File: src/pirq_pkg.sv
/*
  constants, register map, field positions and carrier types of the prioritized interrupt controller.
  assumes a core that consumes one vector request at a time and a plain register port.
*/
`default_nettype none
package pirq_pkg;
  localparam int unsigned ADDR_W         = 12;
  localparam int unsigned PC_W           = 21;
  localparam int unsigned PIN_N          = 6;
  // register offsets
  localparam logic [ADDR_W-1:0] OFS_PERIPH_EN   = 12'hfa0;
  localparam logic [ADDR_W-1:0] OFS_PERIPH_FLAG = 12'hfa1;
  localparam logic [ADDR_W-1:0] OFS_PERIPH_PRIO = 12'hfa2;
  localparam logic [ADDR_W-1:0] OFS_RESET_CTL   = 12'hff0;
  localparam logic [ADDR_W-1:0] OFS_AUX_CTL     = 12'hff1;
  localparam logic [ADDR_W-1:0] OFS_MAIN_CTL    = 12'hff2;
  // main control fields
  localparam int unsigned MC_GH   = 7;
  localparam int unsigned MC_GL   = 6;
  localparam int unsigned MC_TE   = 5;
  localparam int unsigned MC_XE   = 4;
  localparam int unsigned MC_PE   = 3;
  localparam int unsigned MC_TF   = 2;
  localparam int unsigned MC_XF   = 1;
  localparam int unsigned MC_PF   = 0;
  // aux control fields
  localparam int unsigned AC_PUN  = 7;
  localparam int unsigned AC_EDGE = 6;
  localparam int unsigned AC_TP   = 2;
  localparam int unsigned AC_PP   = 0;
  localparam logic [7:0]  AC_MASK = 8'hc5;
  // peripheral fields and reset-control field
  localparam int unsigned PR_NV   = 4;
  localparam int unsigned PR_LV   = 2;
  localparam logic [7:0]  PR_MASK = 8'h14;
  localparam int unsigned RC_PRIO = 7;
  // reset values
  localparam logic [7:0] MAIN_RST  = 8'h00;
  localparam logic [7:0] AUX_RST   = 8'hc5;
  localparam logic [7:0] PEN_RST   = 8'h00;
  localparam logic [7:0] PFLAG_RST = 8'h00;
  localparam logic [7:0] PPRIO_RST = 8'h14;
  localparam logic [7:0] RC_RST    = 8'h00;
  localparam logic [7:0] RD_ZERO   = 8'h00;
  // entry addresses
  localparam logic [PC_W-1:0] HIGH_VEC = 21'h000008;
  localparam logic [PC_W-1:0] LOW_VEC  = 21'h000018;
  // timing
  localparam int unsigned CLK_NS     = 5;
  localparam int unsigned INSTR_NS   = 100;
  localparam int unsigned DIV_CYCLES = (INSTR_NS + CLK_NS - 1) / CLK_NS;
  localparam int unsigned DIV_W      = 5;
  localparam logic [DIV_W-1:0] DIV_LAST = DIV_W'(DIV_CYCLES - 1);
  localparam logic [1:0] LAT_TICKS = 2'h3;

  typedef struct packed {
    logic            timerOverflow;
    logic            nvWriteDone;
    logic            lowVoltage;
  } pirq_events_t;

  typedef struct packed {
    logic [PC_W-1:0] entryAddr;
    logic [PC_W-1:0] pushAddr;
  } pirq_vector_t;
endpackage
`default_nettype wire

File: src/pirq_controller.sv
/*
  prioritized interrupt controller: flag, enable and priority registers, edge and change detection,
  priority or compatibility routing, vector request with stack push, return handling.
  assumes synchronous inputs, one-cycle event pulses, and a core that takes every vector pulse.
*/
// The plain strobed port and the register offsets were chosen for this implementation.
`timescale 1ns/1ps
`default_nettype none
// Contract
// - high entry 000008h, low entry 000018h
// - high request preempts running low routine
// - each source has flag, enable; all but edge have priority
// - priority mode only while mode bit set
// - bit7 high enable, bit6 low enable
// - flag, enable, global set vectors at once
// - compatibility ignores priority, single vector
// - accept clears governing global enable
// - accept pushes return, loads entry address
// - return sets governing global enable again
// - pin events vector within three-four cycles
// - flags set regardless of any enable
// - port change flag bit0, sticky
// - timer flag bit2, edge flag bit1, sticky
// - edge select bit6, rising when set
// - pull-up disable bit7, resets to one
// - timer and port priority bits, reset one
// - compatibility peripherals need group enable
// - peripheral priority only in priority mode
// - edge source always high priority
// - nv-done bit4, low-voltage bit2 peripheral
// - mode bit7 of reset control, resets 0
module pirq_controller
  import pirq_pkg::*;
(
  input  wire logic                  core_clk,
  input  wire logic                  rst_n,
  input  wire logic [pirq_pkg::ADDR_W-1:0] regAddr,
  input  wire logic [7:0]            regWdata,
  input  wire logic                  regWr,
  input  wire logic                  regRd,
  output logic      [7:0]            regRdata,
  input  wire pirq_pkg::pirq_events_t srcEvents,
  input  wire logic                  extPin,
  input  wire logic [pirq_pkg::PIN_N-1:0] portPins,
  input  wire logic [pirq_pkg::PIN_N-1:0] pullupSel,
  output logic      [pirq_pkg::PIN_N-1:0] pullupEn,
  input  wire logic [pirq_pkg::PC_W-1:0]  returnPc,
  input  wire logic                  returnFromIrq,
  output logic                       vecValid,
  output pirq_pkg::pirq_vector_t     vecOut
);
  import pirq_pkg::*;

  logic [7:0]       main_r, main_nxt;
  logic [7:0]       aux_r;
  logic [7:0]       pen_r;
  logic [7:0]       pflag_r, pflag_nxt;
  logic [7:0]       pprio_r;
  logic [7:0]       rctl_r;
  logic [7:0]       rdata_r;
  logic [DIV_W-1:0] div_r;
  logic [1:0]       lat_r;
  logic             extPrev_r;
  logic [PIN_N-1:0] pinsPrev_r;
  logic             sampValid_r;
  logic             inHigh_r;
  logic             inLow_r;
  logic             vecValid_r;
  pirq_vector_t     vec_r;
  logic [PIN_N-1:0] pullup_r;
  logic             instrTick;
  logic             extEv;
  logic             portEv;
  logic             prioMode;
  logic             actT, actX, actP, actN, actL;
  logic             highReq, lowReq, anyReq;
  logic             accept, acceptHi, acceptLo;
  logic             wrMain, wrPflag;

  assign wrMain   = regWr && (regAddr == OFS_MAIN_CTL);
  assign wrPflag  = regWr && (regAddr == OFS_PERIPH_FLAG);
  assign prioMode = rctl_r[RC_PRIO];

  // instruction-cycle enable derived from the core clock
  always_ff @(posedge core_clk) begin
    if (!rst_n) begin
      div_r <= '0;
    end else if (div_r == DIV_LAST) begin
      div_r <= '0;
    end else begin
      div_r <= div_r + 1'b1;
    end
  end
  assign instrTick = (div_r == DIV_LAST);

  // edge and change detection; first sample after reset only primes the history
  always_ff @(posedge core_clk) begin
    if (!rst_n) begin
      extPrev_r   <= 1'b0;
      pinsPrev_r  <= '0;
      sampValid_r <= 1'b0;
    end else begin
      extPrev_r   <= extPin;
      pinsPrev_r  <= portPins;
      sampValid_r <= 1'b1;
    end
  end
  assign extEv  = sampValid_r && (aux_r[AC_EDGE] ? (extPin && !extPrev_r)
                                                 : (!extPin && extPrev_r));
  assign portEv = sampValid_r && (portPins != pinsPrev_r);

  // per-source active terms: flag and enable
  assign actT = main_r[MC_TF] && main_r[MC_TE];
  assign actX = main_r[MC_XF] && main_r[MC_XE];
  assign actP = main_r[MC_PF] && main_r[MC_PE];
  assign actN = pflag_r[PR_NV] && pen_r[PR_NV];
  assign actL = pflag_r[PR_LV] && pen_r[PR_LV];

  // routing: priority mode splits by priority bit, compatibility uses one gate plus group gate
  always_comb begin
    highReq = 1'b0;
    lowReq  = 1'b0;
    if (prioMode) begin
      highReq = main_r[MC_GH] && ((actT && aux_r[AC_TP]) || actX ||
                (actP && aux_r[AC_PP]) || (actN && pprio_r[PR_NV]) ||
                (actL && pprio_r[PR_LV]));
      lowReq  = main_r[MC_GH] && main_r[MC_GL] &&
                ((actT && !aux_r[AC_TP]) || (actP && !aux_r[AC_PP]) ||
                 (actN && !pprio_r[PR_NV]) || (actL && !pprio_r[PR_LV]));
    end else begin
      highReq = main_r[MC_GH] && (actT || actX || actP ||
                (main_r[MC_GL] && (actN || actL)));
    end
  end
  assign anyReq = highReq || lowReq;

  // fixed latency counted in instruction ticks, independent of instruction length
  always_ff @(posedge core_clk) begin
    if (!rst_n) begin
      lat_r <= '0;
    end else if (!anyReq || accept) begin
      lat_r <= '0;
    end else if (instrTick && (lat_r != LAT_TICKS)) begin
      lat_r <= lat_r + 1'b1;
    end
  end
  assign accept   = instrTick && anyReq && (lat_r == LAT_TICKS);
  assign acceptHi = accept && highReq;
  assign acceptLo = accept && !highReq;

  // nesting levels so a return restores the enable of the level it leaves
  always_ff @(posedge core_clk) begin
    if (!rst_n) begin
      inHigh_r <= 1'b0;
      inLow_r  <= 1'b0;
    end else begin
      if (acceptHi && prioMode) begin
        inHigh_r <= 1'b1;
      end else if (returnFromIrq && inHigh_r) begin
        inHigh_r <= 1'b0;
      end
      if (acceptLo) begin
        inLow_r <= 1'b1;
      end else if (returnFromIrq && !inHigh_r && inLow_r) begin
        inLow_r <= 1'b0;
      end
    end
  end

  // main control: write, then return, then accept clear, then event sets win last
  always_comb begin
    main_nxt = main_r;
    if (wrMain) begin
      main_nxt = regWdata;
    end
    if (returnFromIrq) begin
      if (!prioMode || inHigh_r || !inLow_r) begin
        main_nxt[MC_GH] = 1'b1;
      end else begin
        main_nxt[MC_GL] = 1'b1;
      end
    end
    if (acceptHi) begin
      main_nxt[MC_GH] = 1'b0;
    end
    if (acceptLo) begin
      main_nxt[MC_GL] = 1'b0;
    end
    if (srcEvents.timerOverflow) begin
      main_nxt[MC_TF] = 1'b1;
    end
    if (extEv) begin
      main_nxt[MC_XF] = 1'b1;
    end
    if (portEv) begin
      main_nxt[MC_PF] = 1'b1;
    end
  end

  always_comb begin
    pflag_nxt = pflag_r;
    if (wrPflag) begin
      pflag_nxt = regWdata & PR_MASK;
    end
    if (srcEvents.nvWriteDone) begin
      pflag_nxt[PR_NV] = 1'b1;
    end
    if (srcEvents.lowVoltage) begin
      pflag_nxt[PR_LV] = 1'b1;
    end
  end

  always_ff @(posedge core_clk) begin
    if (!rst_n) begin
      main_r  <= MAIN_RST;
      pflag_r <= PFLAG_RST;
    end else begin
      main_r  <= main_nxt;
      pflag_r <= pflag_nxt;
    end
  end

  // software-only configuration registers
  always_ff @(posedge core_clk) begin
    if (!rst_n) begin
      aux_r   <= AUX_RST;
      pen_r   <= PEN_RST;
      pprio_r <= PPRIO_RST;
      rctl_r  <= RC_RST;
    end else if (regWr) begin
      unique case (regAddr)
        OFS_AUX_CTL:     aux_r   <= regWdata & AC_MASK;
        OFS_PERIPH_EN:   pen_r   <= regWdata & PR_MASK;
        OFS_PERIPH_PRIO: pprio_r <= regWdata & PR_MASK;
        OFS_RESET_CTL:   rctl_r  <= {regWdata[RC_PRIO], 7'h00};
        default: ;
      endcase
    end
  end

  // read port answers one cycle after the strobe; unmapped reads give zero
  always_ff @(posedge core_clk) begin
    if (!rst_n) begin
      rdata_r <= RD_ZERO;
    end else if (regRd) begin
      unique case (regAddr)
        OFS_MAIN_CTL:    rdata_r <= main_r;
        OFS_AUX_CTL:     rdata_r <= aux_r;
        OFS_PERIPH_EN:   rdata_r <= pen_r;
        OFS_PERIPH_FLAG: rdata_r <= pflag_r;
        OFS_PERIPH_PRIO: rdata_r <= pprio_r;
        OFS_RESET_CTL:   rdata_r <= rctl_r;
        default:         rdata_r <= RD_ZERO;
      endcase
    end
  end
  assign regRdata = rdata_r;

  // vector request: entry address and the return address to push
  always_ff @(posedge core_clk) begin
    if (!rst_n) begin
      vecValid_r <= 1'b0;
      vec_r      <= '0;
    end else begin
      vecValid_r <= accept;
      if (accept) begin
        vec_r.entryAddr <= (prioMode && acceptLo) ? LOW_VEC : HIGH_VEC;
        vec_r.pushAddr  <= returnPc;
      end
    end
  end
  assign vecValid = vecValid_r;
  assign vecOut   = vec_r;

  // pull-ups: global disable (bit set turns all off) over per-pin selection
  always_ff @(posedge core_clk) begin
    if (!rst_n) begin
      pullup_r <= '0;
    end else begin
      pullup_r <= aux_r[AC_PUN] ? '0 : pullupSel;
    end
  end
  assign pullupEn = pullup_r;

  // routines are expected to clear flags before re-enabling, else the request re-enters at once

  a_high_entry: assert property (@(posedge core_clk) disable iff (!rst_n)
    acceptHi |=> vecValid && vecOut.entryAddr == HIGH_VEC && vecOut.pushAddr == $past(returnPc))
    else $error("high accept did not load high entry");

  a_low_entry: assert property (@(posedge core_clk) disable iff (!rst_n)
    acceptLo |-> prioMode && main_r[MC_GH] ##1 vecValid && vecOut.entryAddr == LOW_VEC)
    else $error("low accept wrong entry or gate");

  a_compat_single: assert property (@(posedge core_clk) disable iff (!rst_n)
    (accept && !prioMode) |=> vecOut.entryAddr == HIGH_VEC && !main_r[MC_GH])
    else $error("compatibility accept not single vector");

  a_low_clear: assert property (@(posedge core_clk) disable iff (!rst_n)
    acceptLo |=> !main_r[MC_GL] && inLow_r)
    else $error("low accept left low enable set");

  a_flag_sticky: assert property (@(posedge core_clk) disable iff (!rst_n)
    srcEvents.timerOverflow |=> main_r[MC_TF] ##1 (main_r[MC_TF] || $past(wrMain)))
    else $error("timer flag not held");

  a_edge_flag: assert property (@(posedge core_clk) disable iff (!rst_n)
    (sampValid_r && aux_r[AC_EDGE] && $rose(extPin)) |=> main_r[MC_XF])
    else $error("rising edge not flagged");

  a_ret_enable: assert property (@(posedge core_clk) disable iff (!rst_n)
    (returnFromIrq && !prioMode && !accept && !wrMain) |=> main_r[MC_GH])
    else $error("return did not re-enable");

  a_lat_window: assert property (@(posedge core_clk) disable iff (!rst_n)
    accept |-> $past(lat_r) == LAT_TICKS && instrTick)
    else $error("vector taken outside latency window");

  a_gate_block: assert property (@(posedge core_clk) disable iff (!rst_n)
    (prioMode && !main_r[MC_GH]) |-> !accept)
    else $error("accept with high enable clear");

  a_port_flag: assert property (@(posedge core_clk) disable iff (!rst_n)
    portEv |=> main_r[MC_PF])
    else $error("port change not flagged");

  a_edge_high: assert property (@(posedge core_clk) disable iff (!rst_n)
    (accept && actX) |-> acceptHi)
    else $error("edge source not taken as high");

  a_compat_group: assert property (@(posedge core_clk) disable iff (!rst_n)
    (accept && !prioMode && !main_r[MC_GL]) |-> (actT || actX || actP))
    else $error("peripheral taken without group enable");

  a_pullup_off: assert property (@(posedge core_clk) disable iff (!rst_n)
    aux_r[AC_PUN] |=> pullupEn == '0)
    else $error("pull-ups on while globally disabled");

  a_ret_low: assert property (@(posedge core_clk) disable iff (!rst_n)
    (returnFromIrq && prioMode && !inHigh_r && inLow_r && !acceptLo) |=> main_r[MC_GL])
    else $error("return from low level left low enable clear");

endmodule // pirq_controller
`default_nettype wire

File: config.mk
export PLATFORM = sky130hd
export DESIGN_NAME = pirq_controller
export DESIGN_NICKNAME = d
export VERILOG_FILES = /design/src/pirq_pkg.sv /design/src/pirq_controller.sv
export SDC_FILE = /design/constraint.sdc
export NUM_CORES = 1
export LEC_CHECK = 0
export BUFFER_PORTS_ARGS = -buffer_cell sky130_fd_sc_hd__buf_2
export CAP_MARGIN = 10
export CORE_MARGIN = 1
export CORE_UTILIZATION = 40
export CTS_BUF_LIST = sky130_fd_sc_hd__clkbuf_8
export CTS_CLUSTER_DIAMETER = 100
export DETAILED_ROUTE_END_ITERATION = 12
export PLACE_DENSITY = 0.62
export SYNTH_ARGS = -nofsm -noshare
export SYNTH_HDL_FRONTEND = slang
export SYNTH_SLANG_ARGS = --single-unit
File: constraint.sdc
create_clock -name core_clk -period 3 [get_ports core_clk]
set_input_delay 0.15 -clock core_clk [delete_from_list [all_inputs] [get_ports core_clk]]
set_output_delay 0.15 -clock core_clk [all_outputs]
set_load 0.1 [all_outputs]
**Word-level counts from Yosys, hierarchy flattened**

Cells that the tools add are included.

- Order comparisons: 0
- Reductions and logical operators: 76
- Div/mod/pow operators: 0
- Mux-type cells: 20
- Multipliers: 0
- Shift operators: 0
- Bitwise gates (word level): 1
- Equality and inequality tests: 10
- $add $sub $neg: 2

Operator list:

| kind | count |
|---|---|
| $eq 12x12->1 const B | 6 |
| $pmux 8 s6 | 1 |
| $logic_and 1x1->1 | 34 |
| $logic_or 1x1->1 | 15 |
| $mux 1 | 15 |
| $reduce_bool 2->1 | 7 |
| $logic_not 1->1 | 11 |
| $mux 5 | 2 |
| $reduce_or 2->1 | 5 |
| $mux 8 | 1 |
| $reduce_and 2->1 | 4 |
| $ne 6x6->1 | 1 |
| $add 5x1->5 const B | 1 |
| $eq 5x5->1 const B | 1 |
| $add 2x1->2 const B | 1 |
| $eq 2x2->1 const B | 1 |
| $mux 2 | 1 |
| $ne 2x2->1 const B | 1 |
| $not 1->1 | 1 |

- Memories: 0
- RAM bits: 0
- Input port bits: 62
- Output and inout port bits: 57
- Memory bits (read-only): 0
- Latch bits: 0
- Flip-flop bits (word level): 93
- Word-level logic and storage cells: 133

**Depth between registers and ports, before layout**

Gate-level depths: netlist of run 1.

- Depth after elaboration: 14
- Gate-level depth with buffers: 7
- Mapped depth without buffers: 6

**Worst setup path after synthesis of run 1**

Ideal clock, no wire load.

- Path type: reg-to-reg
- From: register div_r[0]
- To: register vec_r, in the netlist vecOut[10]
- Arrival: 1698 ps
- Path buffers: 1
- Clock period less this slack: 1770 ps
- Required time: 2928 ps
- Library setup time: 72 ps
- Cell stages (with the launch flop): 8
- Setup slack: 1230 ps
- Cell sequence: dfxtp_1 -> ha_1 -> and4bb_1 -> nand3_1 -> or3_4 -> nand2_8 -> buf_12 -> mux2i_1

- Cells in the longest elaborated chain, start to end: 3

Ends and longest elaborated chain:

| what | line | source |
|---|---|---|
| start: declaration | pirq_controller.sv:61 | `logic [DIV_W-1:0] div_r;` |
| start signal: assignment | pirq_controller.sv:91 | `div_r <= div_r + 1'b1;` |
| $eq 5x5->1 | pirq_controller.sv:94 | `assign instrTick = (div_r == DIV_LAST);` |
| $logic_and 1x1->1 (2 in series) | pirq_controller.sv:147 | `assign accept = instrTick && anyReq && (lat_r == LAT_TICKS);` |
| end: declaration | pirq_controller.sv:69 | `pirq_vector_t vec_r;` |

Every way passes these cells.
A chain may end at the register's enable or synchronous reset.

**Worst setup path in the final report of run 1**

- From: register div_r[0]
- To: register vec_r, in the netlist vecOut[0]

Same word-level chain as after synthesis.

==> results of run 1 <==
-- power groups by stage --
stage	registers, µW	clock network (µW)	logic [µW]
3_3_place_gp	1030	0	225
3_5_place_dp	1030	0	227
2_1_floorplan	1030	0	187
4_1_cts	1010	783	232
5_1_grt	1010	824	249
6_report	1010	759	231
-- metal layers --
| metal | wire, µm | track usage |
|---|---|---|
| met1 | 3350 | 0.206 |
| met4 | 44 | 0.0731 |
| met3 | 534 | 0.0461 |
| met2 | 3160 | 0.270 |
| met5 | 0 | 0 |
-- worst paths after layout --
| check | end | depth (start not counted) | slack, ns | from |
|---|---|---|---|---|
| worst max-delay path | vecOut[0] | 6 | 1.06 | div_r[0] |
| worst min-delay path | pullupEn[0] | 2 | 0.01 | pullupSel[0] |
| worst max register to register | vecOut[0] | 6 | 1.06 | div_r[0] |
| worst min register to register | div_r[0] | 1 | 0.45 | div_r[0] |
-- kinds of logic (layout without fill, tap and decap cells) --
group	Yosys count	count (layout)
other	1	19
muxes	44	44
DFF	74	74
AOI/OAI and AO/OA	49	49
and+or+nand+nor	136	136
xor gates and xnor gates	8	8
adders and majority gates	2	2
buffers and inverters	39	128
-- cell usage in the layout (no fill, tap or decap), types with 6 or more instances in the layout --
master and n:
o21ai_0 7, xnor2_1 6, a22o_1 8, inv_1 8
dfxtp_1 74, clkbuf_8 9, mux2i_1 42, nand2_1 62
conb_1 19, nand3_1 9, nor2_1 19, and2_1 15
a21oi_1 13, buf_2 99
-- flip-flops by register name, summed over array words and instances, names as in the netlist, 2 cells and up --
signal      count
vecOut         23
main_r          8
regRdata        8
pinsPrev_r      6
pullupEn        6
div_r           5
aux_r           4
lat_r           2
pen_r           2
pflag_r         2
pprio_r         2
-- layout make-up --
class | count | area share
Inverter | 7 | 0.00645
Tap cell | 105 | 0.0322
Clock inverter | 7 | 0.0169
Multi-Input combinational cell | 258 | 0.415
Timing Repair Buffer | 105 | 0.135
Clock buffer | 9 | 0.0304
Sequential cell | 74 | 0.364
-- worst register-to-register path, stage by stage, from the launching register on --
cell	delay, ns
dfxtp_1	0.36
ha_1	0.24
and4bb_1	0.26
nand3_1	0.17
or3_4	0.42
nand2_8	0.21
mux2i_1	0.22
-- metrics by stage --
step           setup slack, ns  cell area [µm²]
6_report                  1.06             4080
5_1_grt                  0.899             4080
4_1_cts                   1.05             4080
3_5_place_dp              1.05             3840
3_3_place_gp              1.14             3840
2_1_floorplan             1.23             3430
==> flow_summary.yaml, run 1 <==
layout:
  syn2layout_area_growth_pct: 21.3
  fillers: 821
  num_antenna_cells: 0
  drive_gt1_frac: 0.280
  multi_input_area_um2: 1690
  ff_latch_area_um2: 1480
  finalNonFillerCells: 565
  nets: 519
  fin_util: 0.498
drt:
  drc: 0
  drtAntennaViolNets: 0
  vias: 2704
  vias_per_cell: 4.79
  routed_wl_um: 7090
  first_pass_iters: 5
  first_iter_violations: 75
  post_drt_wl_per_cell_um: 12.6
floorplanning:
  die_area_um2: 8770
  core_area_um2: 8180
  num_rows: 33
  num_io_pins: 119
  initial_core_util: 0.411
  die_h_um: 93.7
  die_w_um: 93.7
timing:
  fin_tns_setup_ns: 0
  fin_crit_ns: 1.94
  relSlewSlack: 0.652
  skew_ns: 0.0144
  tightest_slew_ns: 0.519
  finalMaxSlewViolations: 0
  hold_viol: 0
  holdWs_ns: 0.0146
  max_freq_mhz: 516
  setup-violations-final: 0
  period_share: 0.646
  rsz0062_at_grt: "false"
status:
  status: "finished, final reports clean"
grt:
  grt_max_degree: 54
  grt_pass1_wl_um: 11500
  grt_util_all_layers: 0.167
  grt.overflow.total: 0
  first_global_vias: 2531
  antenna_found_initial: 0
synth:
  synth_simple_gate_area_frac: 0.212
  yosysTopAreaCell: "dfxtp_1"
  synth_edf_count: 0
  synth_ff_type: "dfxtp_1"
  synth-compound-area-share: 0.111
  async_flop_share: 0
  yosysUniqueCellTypes: 49
  synth_top_area_share: 0.441
  synthTopCellsByCount: "dfxtp_1, nand2_1, mux2i_1, buf_4, nor2_1"
  synth.area.top_cells: "dfxtp_1, mux2i_1, nand2_1"
  syn_area_per_cell_um2: 9.52
  synthCells: 353
  yosysWarnings: 0
  yosysSeqAreaShare: 0.441
  ys_ff_latch: 74
  yosys.cell_count.top_type: "dfxtp_1"
  synthXorXnorAreaFrac: 0.0208
  synth-adder-area-share: 0.00745
  synth_top_family_by_area: "simple AND/OR/NAND/NOR gates"
  synthMuxAreaShare: 0.132
  syn_area_um2: 3360
critical_path:
  worstSetupPathType: "register to register"
  crit_chain: "ha_1, and4bb_1, nand3_1, or3_4, nand2_8, mux2i_1"
  cp-end-kind: "register"
  critPathTopFamily: "simple AND/OR/NAND/NOR gates"
  critPathLaunchType: "register"
  critPathMaxFanout: 22
  required_ns: 3.27
  cp_data_arrival_time_ns: 2.21
  slowest_stage: "or3_4"
  critical_path_buf_inv_count: 0
  slowest_delay_ns: 0.42
clocking:
  clock-sinks: 74
  cts.clk_slew.worst_paths_ns: 0.07
  cts_setup_buffers: 0
  cts_hold_buf: 4
  cts_resized: 0
  root_buffer: "clkbuf_8"
  cts_tree: "built"
  cts_buffers: 9
  clock_latency_ns: 0.35
  cts_max_level: 3
  cts_max_path_buffers: 2
placement:
  place_congestion: 0.831
  port_buffers: 99
  placed_cells: 545
  hpwl_um: 5180
power:
  ir_drop_v: 0.000223
  p_seq_frac: 0.505
  combPwrFrac: 0.115
  switching_power_uw: 555
  swShare: 0.277
  p_per_area_nw_per_um2: 491
  clkPwrFrac: 0.379
  finalPower_uw: 2000
  p_int_uw: 1440
  leakage_uw: 0.00180
min_path:
  hold_path.class: "input pin to register"
flow_run:
  drv_cap: 0
No activity file was read; power rests on OpenSTA's default activity.
==> run 2, diff against run 1 <==
--- a/config.mk
+++ b/config.mk
@@ -5,6 +5,7 @@
 export SDC_FILE = /design/constraint.sdc
 export NUM_CORES = 1
 export LEC_CHECK = 0
+export ABC_AREA = 1
 export BUFFER_PORTS_ARGS = -buffer_cell sky130_fd_sc_hd__buf_2
 export CAP_MARGIN = 10
 export CORE_MARGIN = 1
==> constraint.sdc (replaced) <==
create_clock -name core_clk -period 1.83 [get_ports core_clk]
set_input_delay 0.0915 -clock core_clk [delete_from_list [all_inputs] [get_ports core_clk]]
set_output_delay 0.0915 -clock core_clk [all_outputs]
set_load 0.1 [all_outputs]
==> flow_summary.yaml, run 2 <==
synth:
  syn_area_um2: 3560
  yosysWarnings: 0
  synth_top_area_share: 0.416
  yosysTopAreaCell: "dfxtp_1"
  synthMuxAreaShare: 0.00316
  yosysSeqAreaShare: 0.416
  async_flop_share: 0
  synthCells: 439
  synth_simple_gate_area_frac: 0.295
  synth_top_family_by_area: "simple AND/OR/NAND/NOR gates"
  syn_area_per_cell_um2: 8.11
  synthTopCellsByCount: "nand2_1, dfxtp_1, inv_1, nor2_1"
  yosysUniqueCellTypes: 38
  synth-adder-area-share: 0.00703
  ys_ff_latch: 74
  yosys.cell_count.top_type: "nand2_1"
  synth_ff_type: "dfxtp_1"
  synth.area.top_cells: "dfxtp_1, nand2_1, nand3_2"
  synth-compound-area-share: 0.137
  synthXorXnorAreaFrac: 0.0123
  synth_edf_count: 0
timing:
  finalMaxSlewViolations: 0
  hold_viol: 0
  skew_ns: 0.0123
  rsz0062_at_grt: "false"
  fin_crit_ns: 1.58
  setup-violations-final: 0
  period_share: 0.863
  max_freq_mhz: 633
  fin_tns_setup_ns: 0
  holdWs_ns: 0.0120
floorplanning:
  core_area_um2: 8680
  die_w_um: 96.3
  num_io_pins: 119
  num_rows: 34
  die_area_um2: 9280
  initial_core_util: 0.410
  die_h_um: 96.3
power:
  leakage_uw: 0.00219
  switching_power_uw: 946
  swShare: 0.272
  combPwrFrac: 0.128
  clkPwrFrac: 0.396
  p_int_uw: 2530
  p_seq_frac: 0.476
  p_per_area_nw_per_um2: 761
  ir_drop_v: 0.000402
drt:
  wl_met3_um: 389
  routed.top_layer: "met4"
  post_drt_wl_per_cell_um: 11.4
  vias_per_cell: 4.66
  dr_wl_met2_um: 3760
  first_iter_violations: 102
  drc: 0
  routed_wl_um: 7760
  first_pass_iters: 4
  drtAntennaViolNets: 0
  drt-met1-wl_um: 3550
  vias: 3185
clocking:
  clock-sinks: 74
  root_buffer: "clkbuf_8"
  cts_max_level: 3
  cts_max_path_buffers: 2
  cts.clk_slew.worst_paths_ns: 0.08
  cts_tree: "built"
  cts_setup_buffers: 0
  cts_buffers: 9
  clock_latency_ns: 0.34
placement:
  place_congestion: 0.885
  hpwl_um: 5550
  port_buffers: 99
critical_path:
  crit_start: "div_r[0]"
  endpoint: "vecOut[15]"
  cp_data_arrival_time_ns: 1.85
  critPathMaxFanout: 14
  cp-end-kind: "register"
  critPathLaunchType: "register"
  worstSetupPathType: "register to register"
  reg2reg_depth: 6
  r2r_start: "div_r[0]"
  required_ns: 2.10
  reg2reg_to: "vecOut[15]"
  reg2reg_slack_ns: 0.25
grt:
  grt_max_degree: 34
  first_global_vias: 2891
  grt.overflow.total: 0
  antenna_found_initial: 0
  grt_util_all_layers: 0.176
  grt_pass1_wl_um: 12600
layout:
  largest_reg_flops: 23
  num_antenna_cells: 0
  syn2layout_area_growth_pct: 28.4
  mostFrequentLayoutCells: "nand2_1, buf_2, dfxtp_1"
  fillers: 867
  nets: 634
  drive_gt1_frac: 0.318
status:
  status: "finished, final reports clean"
min_path:
  hold_depth: 5
  hold_path.class: "input pin to register"
flow_run:
  drv_cap: 0
==> run 2: cells by family after synthesis <==
kind of cell | count (synthesis)
AND/OR/NAND/NOR | 200
buffers and inverters | 83
flip-flops | 74
AO/OA/AOI/OAI | 73
XOR/XNOR | 5
adder cells (fa/ha/maj) | 2
other | 1
multiplexers | 1
==> run 2: worst min-delay path by stage <==
stage                     slack, ns             to          from
after floorplan                0.12    sampValid_r         rst_n
after global placement         0.30  pinsPrev_r[4]   portPins[4]
after detailed placement       0.30  pinsPrev_r[0]   portPins[0]
after CTS                     0.001     vecOut[10]  returnPc[10]
after global routing          0.009     vecOut[20]  returnPc[20]
final                          0.01      main_r[2]  srcEvents[2]
==> run 2: metal layers <==
layer	up-vias	GRT usage
met2	87	0.294
met4	0	0.0502
met1	1441	0.224
met3	7	0.0427
met5	-	0
li1	1650	-
==> run 2: layout make-up <==
cell class	instances	area, µm²	share of cell area
clock inverters	7	91.3	0.0200
inverters	49	184	0.0402
multi-input cells	300	1690	0.370
well taps	108	135	0.0296
repair buffers	136	863	0.189
flip-flops and latches	74	1480	0.324
clock buffers	9	124	0.0271
==> run 2: power by group through the flow <==
stage | clock network [µW] | logic [µW] | registers (µW)
floorplan | 0 | 299 | 1710
global placement | 0 | 394 | 1690
detailed placement | 0 | 398 | 1690
CTS | 1410 | 446 | 1660
global route | 1490 | 486 | 1660
finish | 1380 | 447 | 1660
==> run 2: per-stage QoR <==
| step | setup slack [ns] | instance area [µm²] | power, µW | std cells | utilization |
|---|---|---|---|---|---|
| after floorplan | 0.471 | 3630 | 2010 | 457 | - |
| after global placement | 0.294 | 4050 | 2090 | 636 | 0.466 |
| after detailed placement | 0.244 | 4050 | 2090 | 636 | 0.466 |
| after CTS | 0.231 | 4550 | 3510 | 681 | 0.524 |
| after global routing | 0.0740 | 4570 | 3630 | 683 | 0.527 |
| final | 0.251 | 4570 | 3480 | 683 | 0.527 |
==> run 2: critical path: stages (launching register included) <==
cell and delay, ns:
dfxtp_1 0.36, ha_1 0.27, nand3_4 0.14, nor2_8 0.30
buf_12 0.20, nand3_2 0.09, a21oi_2 0.14
==> run 2: timing repair <==
| action | 4_1_cts | 5_1_grt |
|---|---|---|
| hold buffers | 29 | 2 |
| resized for setup | 0 | 0 |
| hold endpoints to repair | 29 | 2 |
